--- src/design/sbpa_pkg.sv ---
// Constants and carrier types for the shared bus requesting master
// Operation
// - Only one master; slave addressed singly
// - Every master strobe awaits slave response
// - Fifty-six shared lines, one signal format
// - Data lines driven both ways
// - Direct request first, then levels seven-four
// - Nearer device wins on shared line
// - Arbitration lines separate, overlapped with transfers
// - Direct-gained mastership never interrupts
// - One word per 400 ns best
// - Peripheral registers memory-like, bit 15 error
package sbpa_pkg;
  // Line counts
  localparam int BUS_LINES = 56;
  localparam int ADDR_W = 18;
  localparam int DATA_W = 16;
  localparam int NUM_LINES = 5;
  // Request line indices, highest priority first
  localparam logic [2:0] LINE_DIRECT = 3'h0;
  localparam logic [2:0] LINE_LEVEL7 = 3'h1;
  localparam logic [2:0] LINE_LEVEL4 = 3'h4;
  // Conventional error flag position in peripheral words
  localparam int ERR_BIT = 15;
  // Timing
  localparam int CLK_NS = 20;
  localparam int WORD_NS = 400;
  localparam int WORD_CYC = (WORD_NS + CLK_NS - 1) / CLK_NS;
  localparam int SETUP_NS = 150;
  localparam int SETUP_CYC = (SETUP_NS + CLK_NS - 1) / CLK_NS;
  localparam int CNT_W = 5;
  // Synchronised pin vector layout
  localparam int SYNC_W = NUM_LINES + 2 + DATA_W;
  localparam int SYNC_SSYN = NUM_LINES;
  localparam int SYNC_BUSY = NUM_LINES + 1;
  localparam int SYNC_DATA = NUM_LINES + 2;

  typedef enum logic [1:0] {
    SBPA_READ,
    SBPA_WRITE,
    SBPA_INTR
  } sbpa_kind_e;

  typedef struct packed {
    sbpa_kind_e kind;
    logic [2:0] line;
    logic [ADDR_W-1:0] addr;
    logic [DATA_W-1:0] data;
    logic hold;
  } sbpa_cmd_s;

  typedef struct packed {
    logic [DATA_W-1:0] data;
    logic devError;
    logic refused;
  } sbpa_resp_s;
endpackage

--- src/design/sbpa_bus_master.sv ---
// Requesting master: arbitration, interlocked transfer and interrupt
`timescale 1ns/100ps
module sbpa_bus_master (
  input wire logic mclk,
  input wire logic rst_b,
  input wire logic ce,
  // User side
  input wire logic cmdValid,
  output logic cmdReady,
  input wire sbpa_pkg::sbpa_cmd_s cmd,
  output logic respValid,
  output sbpa_pkg::sbpa_resp_s resp,
  // Arbitration pins
  output logic [sbpa_pkg::NUM_LINES-1:0] reqOut,
  input wire logic [sbpa_pkg::NUM_LINES-1:0] grantIn,
  output logic [sbpa_pkg::NUM_LINES-1:0] grantOut,
  output logic selAckOut,
  // Transfer pins
  input wire logic busyIn,
  output logic busyOut,
  output logic busyOe,
  output logic masterSyncOut,
  output logic masterSyncOe,
  input wire logic slaveSyncIn,
  output logic [sbpa_pkg::ADDR_W-1:0] addrOut,
  output logic addrOe,
  output logic writeOut,
  output logic writeOe,
  input wire logic [sbpa_pkg::DATA_W-1:0] dataIn,
  output logic [sbpa_pkg::DATA_W-1:0] dataOut,
  output logic dataOe,
  output logic intrOut,
  output logic intrOe
);
  typedef enum logic [2:0] {
    ST_IDLE,
    ST_REQ,
    ST_WAITBUS,
    ST_SETUP,
    ST_STROBE,
    ST_UNSTROBE,
    ST_HOLD
  } sbpa_state_e;

  sbpa_state_e state_r;
  sbpa_state_e state_nxt;
  sbpa_pkg::sbpa_cmd_s cmd_r;
  logic [sbpa_pkg::CNT_W-1:0] setupCnt_r;
  logic [sbpa_pkg::CNT_W-1:0] paceCnt_r;
  logic [sbpa_pkg::SYNC_W-1:0] syncA_r;
  logic [sbpa_pkg::SYNC_W-1:0] syncB_r;
  logic [sbpa_pkg::SYNC_W-1:0] syncC_r;
  logic [sbpa_pkg::SYNC_W-1:0] pinStable_r;
  logic [sbpa_pkg::SYNC_W-1:0] pinRaw;
  logic [sbpa_pkg::NUM_LINES-1:0] reqLine;
  logic [sbpa_pkg::NUM_LINES-1:0] ownLine;
  logic [sbpa_pkg::NUM_LINES-1:0] grantSeen;
  logic ownLineGrant;
  logic slaveSync;
  logic busyOther;
  logic refuseCmd;
  logic takeCmd;
  logic isIntr;
  logic paceDone;
  logic setupDone;
  logic holdNext;
  logic absorbGrant;

  // Raw pin vector in synchroniser order: grants, slave sync, busy, data
  assign pinRaw = {dataIn, busyIn, slaveSyncIn, grantIn};

  // Three-stage pin synchronisers, change accepted when stages two and three agree
  genvar gi;
  generate
    for (gi = 0; gi < sbpa_pkg::SYNC_W; gi++) begin : g_sync
      always_ff @(posedge mclk or negedge rst_b) begin
        if (!rst_b) begin
          syncA_r[gi] <= 1'b0;
          syncB_r[gi] <= 1'b0;
          syncC_r[gi] <= 1'b0;
          pinStable_r[gi] <= 1'b0;
        end else if (ce) begin
          syncA_r[gi] <= pinRaw[gi];
          syncB_r[gi] <= syncA_r[gi];
          syncC_r[gi] <= syncB_r[gi];
          if (syncB_r[gi] == syncC_r[gi]) begin
            pinStable_r[gi] <= syncC_r[gi];
          end
        end
      end
    end
  endgenerate

  // Decoded pin and command conditions
  assign grantSeen = pinStable_r[sbpa_pkg::NUM_LINES-1:0];
  assign slaveSync = pinStable_r[sbpa_pkg::SYNC_SSYN];
  assign busyOther = pinStable_r[sbpa_pkg::SYNC_BUSY];
  assign isIntr = (cmd_r.kind == sbpa_pkg::SBPA_INTR);
  assign ownLine = (sbpa_pkg::NUM_LINES)'(1) << cmd_r.line;
  assign reqLine = (state_r == ST_REQ) ? ownLine : '0;
  assign ownLineGrant = |(grantSeen & ownLine);
  // Interrupt only through an interrupt level; direct-line interrupts refused
  assign refuseCmd = (cmd.kind == sbpa_pkg::SBPA_INTR && cmd.line == sbpa_pkg::LINE_DIRECT) ||
                     (cmd.line > sbpa_pkg::LINE_LEVEL4) ||
                     (cmd.kind == sbpa_pkg::SBPA_INTR && cmd.hold);
  assign cmdReady = (state_r == ST_IDLE);
  assign takeCmd = cmdValid && cmdReady;
  assign paceDone = (paceCnt_r >= (sbpa_pkg::CNT_W)'(sbpa_pkg::WORD_CYC));
  assign setupDone = (setupCnt_r >= (sbpa_pkg::CNT_W)'(sbpa_pkg::SETUP_CYC));
  // A follow-on command of a held sequence may start without releasing
  assign holdNext = cmdValid && !refuseCmd && cmd.kind != sbpa_pkg::SBPA_INTR;

  // Daisy chain: our own line's grant is absorbed from request until it drops
  assign absorbGrant = (state_r == ST_REQ) || (state_r == ST_WAITBUS);
  // Any other grant passes on, so nearer devices win
  assign grantOut = absorbGrant ? (grantSeen & ~ownLine) : grantSeen;
  assign reqOut = reqLine;
  assign selAckOut = (state_r == ST_WAITBUS);

  // Pin drive: mastership shown on busy, addressing one slave at a time
  assign busyOe = (state_r == ST_SETUP) || (state_r == ST_STROBE) || (state_r == ST_UNSTROBE)
                  || (state_r == ST_HOLD);
  assign busyOut = busyOe;
  assign addrOe = busyOe && !isIntr;
  assign addrOut = cmd_r.addr;
  assign writeOe = addrOe;
  assign writeOut = (cmd_r.kind == sbpa_pkg::SBPA_WRITE);
  assign dataOe = busyOe && (cmd_r.kind != sbpa_pkg::SBPA_READ);
  assign dataOut = cmd_r.data;
  assign masterSyncOe = (state_r == ST_STROBE) && !isIntr;
  assign masterSyncOut = masterSyncOe;
  assign intrOe = (state_r == ST_STROBE) && isIntr;
  assign intrOut = intrOe;

  // Next-state logic
  always_comb begin
    state_nxt = state_r;
    case (state_r)
      ST_IDLE: begin
        if (takeCmd && !refuseCmd) begin
          state_nxt = ST_REQ;
        end
      end
      ST_REQ: begin
        if (ownLineGrant) begin
          state_nxt = ST_WAITBUS;
        end
      end
      ST_WAITBUS: begin
        // Own grant gone and lines free before we drive anything
        if (!busyOther && !slaveSync && !ownLineGrant) begin
          state_nxt = ST_SETUP;
        end
      end
      ST_SETUP: begin
        if (setupDone) begin
          state_nxt = ST_STROBE;
        end
      end
      ST_STROBE: begin
        if (slaveSync) begin
          state_nxt = ST_UNSTROBE;
        end
      end
      ST_UNSTROBE: begin
        if (!slaveSync && paceDone) begin
          state_nxt = cmd_r.hold ? ST_HOLD : ST_IDLE;
        end
      end
      ST_HOLD: begin
        // Only a read or write may follow a held cycle
        if (holdNext) begin
          state_nxt = ST_SETUP;
        end
      end
      default: begin
        state_nxt = ST_IDLE;
      end
    endcase
  end

  // State, command capture and counters
  always_ff @(posedge mclk or negedge rst_b) begin
    if (!rst_b) begin
      state_r <= ST_IDLE;
      cmd_r <= '0;
      setupCnt_r <= '0;
      paceCnt_r <= '0;
    end else if (ce) begin
      state_r <= state_nxt;
      if (takeCmd || (state_r == ST_HOLD && holdNext)) begin
        cmd_r <= cmd;
      end
      // Pace counts from bus taken, so each word fills its slot
      setupCnt_r <= (state_r == ST_SETUP) ? setupCnt_r + 1'b1 : '0;
      if (state_r == ST_WAITBUS || state_r == ST_HOLD) begin
        paceCnt_r <= '0;
      end else if (!paceDone) begin
        paceCnt_r <= paceCnt_r + 1'b1;
      end
    end
  end

  // Answer: refusal, read data and error flag
  always_ff @(posedge mclk or negedge rst_b) begin
    if (!rst_b) begin
      respValid <= 1'b0;
      resp <= '0;
    end else if (ce) begin
      respValid <= 1'b0;
      // Refusals answer at once without moving any pin
      if (takeCmd && refuseCmd) begin
        respValid <= 1'b1;
        resp <= '{data: '0, devError: 1'b0, refused: 1'b1};
      end else if (state_r == ST_STROBE && slaveSync) begin
        respValid <= 1'b1;
        resp.refused <= 1'b0;
        resp.data <= (cmd_r.kind == sbpa_pkg::SBPA_READ) ?
                     pinStable_r[sbpa_pkg::SYNC_DATA +: sbpa_pkg::DATA_W] : '0;
        resp.devError <= (cmd_r.kind == sbpa_pkg::SBPA_READ) &&
                         pinStable_r[sbpa_pkg::SYNC_DATA + sbpa_pkg::ERR_BIT];
      end
    end
  end
endmodule

--- config.mk ---
export PLATFORM = sky130hd
export DESIGN_NAME = sbpa_bus_master
export DESIGN_NICKNAME = d
export VERILOG_FILES = /design/src/design/sbpa_pkg.sv /design/src/design/sbpa_bus_master.sv
export SDC_FILE = /design/constraint.sdc
export NUM_CORES = 1
export LEC_CHECK = 0
export BUFFER_PORTS_ARGS = -buffer_cell sky130_fd_sc_hd__buf_2
export CAP_MARGIN = 10
export CORE_MARGIN = 2
export CORE_UTILIZATION = 41
export DETAILED_ROUTE_END_ITERATION = 16
export PLACE_DENSITY = 0.73
export SETUP_SLACK_MARGIN = 0.3
export SLEW_MARGIN = 20
export SYNTH_ARGS = -nofsm -noshare
export SYNTH_HDL_FRONTEND = slang
export SYNTH_SLANG_ARGS = --single-unit
--- constraint.sdc ---
create_clock -name mclk -period 1.6 [get_ports mclk]
set_input_delay 0.16 -clock mclk [delete_from_list [all_inputs] [get_ports mclk]]
set_output_delay 0.16 -clock mclk [all_outputs]
set_load 0.005 [all_outputs]
==> run metrics <==
core area=0.0167 sq mm; fmax=550 MHz; GPL Wtd Cong=0.798; final hold viol count=0; initial antenna violation count=0; CP bufs+invs=3; global-route wire length before repair=26,700 microns; routed wire length=17,200 microns; worst min path class=input pin to register; EDFF count, synth=0; max cap viols=0; Design Area, Final=0.0101 sq mm; die width=135 microns; Std-Cell Rows=47; Yosys top cell by area=dfrtp_1; Die Y=135 microns; violated checks=setup timing; cell count of the worst reg-to-reg path=8; Crit path depth=6; Top FF cell, synth=dfrtp_1; internal reg-to-reg setup slack=-0.18 ns; worst hold path cell count=2; clock period minus worst slack=1.82 ns; Max clock buf depth=2; setup ws final=-0.217 ns; Clock Tree Root=clkbuf_16; clock sinks=163; Synth Area in Simple Gates=6.35%; cell chain of the critical path=buf_8 > nand2b_4 > a21oi_4 > buf_6 > a41oi_2 > buf_2; WS Path Type=register to output pin; Post-DP HPWL=9820 microns; Mapped Cells=603; DR pass1 iterations=4; Power Density=1680 mW/mm^2; die area=0.0182 sq mm; synth unique cells=42; Area Growth Syn to Fin=43.1%; overall routing resource usage=18.5%; CTS buffer count=17; DR vias/cell=5.05; Crit-path slowest cell=dfrtp_2; Post-synth top cells=dfrtp_1, mux2_2, o21ai_0; sequential area share after synthesis=57.9%; fin crit share=114%; Synth Register Bits=163; CP Data Required Time=1.44 ns; Max Clock Skew=0.0111 ns; CTS tree=yes; top cell type's share of synthesized area=57.9%; syn_area_per_cell=11.7 sq um; warnings from Yosys=0; Compound-Gate Fraction of Synth Area=12.7%; port bufs=141; later-pin clock latency in the skew report=0.42 ns; via count of the first global-routing pass=5,302; DP Area=0.00818 sq mm; io pins=142; clk slew on worst S/H paths=0.06 ns; unrepaired setup endpoints after global routing=true; Worst Setup End Kind=output pin; final setup violating endpoints=63; top-count cell post-synth=dfrtp_1; P_leak=4.69 nW; DRC=0; Crit path max-delay family=flip-flops; multiplexer share of the synthesized area=14.3%; Critical Path Max Stage Delay=0.43 ns; Max-slew headroom=68.3%; Synth Area in XOR/XNOR=0%; layout cells sized above 1=45.6%; setup TNS=-4.98 ns; n_diodes=0; fin nets=898; H-tree levels=4; GR Overflow Total=0; via count=5,351; Async SR Flop Fraction=100%; Setup crit start kind=register; Slew @ Worst Pin=0.475 ns; initial drt markers=227; Slew Limit Fails=0; post-DR wirelength/cell=16.2 microns; main combinational cell family by area after synthesis=multiplexers; post-route antenna net violation count=0; pin count of the biggest net entering global routing=82; Post-Synthesis Net Count=674; initial core utilization=42.1%; crit-path max FO=7; pre-CTS setup slack=0.00823 ns; synthesized area=0.00704 sq mm; post-synthesis adder-cell area fraction=0.711%; outcome=finished, violations left; final core utilization=60.3%; Worst Path Arrival=1.66 ns; worst hold slack=0.0241 ns; synth top area cells=dfrtp_1, mux2_2, o21ai_0; VDD IR max=0.000830 V
## what timing repair did
action	in CTS	in global routing
setup endpoints to repair	89	92
gates cloned	2	1
hold buffers	62	0
pin swaps	20	11
resized for setup	71	30
setup buffers	20	8
endpoints found under the hold margin	224	0
## power by group
group	internal (mW)	total, mW	switching, mW
clock network	2.48	4.19	1.71
logic	3.65	6.29	2.64
registers	5.43	6.40	0.971
total	11.6	16.9	5.32
## kinds of logic after synthesis
| kind of cell | count (synthesis) |
|---|---|
| flip-flops | 163 |
| AO/OA/AOI/OAI | 152 |
| buffers and inverters | 104 |
| AND/OR/NAND/NOR | 91 |
| multiplexers | 89 |
| adder cells (fa/ha/maj) | 4 |
## final timing paths
kind / startpoint / to
worst max-delay path: state_r[1] / grantOut[3]
max in group asynchronous: rst_b / cmd_r[38]
worst max register to register: state_r[2] / state_r[1]
worst min register to register: resp[0] / resp[0]
min in group asynchronous: rst_b / addrOut[14]
worst min-delay path: cmd[36] / cmd_r[36]
## worst reg2reg max path, delay by kind of cell (launching register included)
family	cells	cell delay [ns]
AOI/OAI and AO/OA	2	0.26
buffers and inverters	3	0.39
DFF	1	0.43
muxes	1	0.30
and+or+nand+nor	2	0.29
## area by class of cell
type,count,area [sq um]
fillers,1279,6630
flip-flops and latches,163,4080
multi-input cells,336,2830
repair buffers,274,2140
clock buffers,19,433
well taps,220,275
clock inverters,13,174
inverters,35,131
## metrics by stage
stage / std cells / total power [mW]
2_1_floorplan: 603 / 9.73
6_report: 1060 / 16.9
4_1_cts: 1051 / 16.3
3_5_place_dp: 935 / 11.1
3_3_place_gp: 935 / 10.9
5_1_grt: 1060 / 17.8
## registers in the layout, indices dropped and copies added (netlist names), 6 cells and up
name	flops
cmd_r	6
dataOut	16
syncC_r	23
syncA_r	23
addrOut	18
syncB_r	23
pinStable_r	16
resp	17
## cell usage in the layout, fill, tap and decap left out, drive strengths merged, types with 5 or more instances in the layout
master / instances
buf: 211
dfrtp: 163
mux2: 89
o21ai: 83
dlygate4sd3: 62
inv: 39
nand2: 36
a21oi: 35
clkbuf: 20
a22o: 17
nor2: 12
nor3: 11
nand3: 9
nand2b: 7
clkinvlp: 5
## metal layers
layer | global-route usage, % | vias to the layer above | wire length, microns
li1 | - | 2520 | -
met1 | 24.0 | 2656 | 7550
met2 | 30.8 | 156 | 8440
met3 | 4.73 | 19 | 961
met4 | 5.73 | 0 | 202
met5 | 0 | - | 0
No activity file was read; power rests on OpenSTA's default activity.
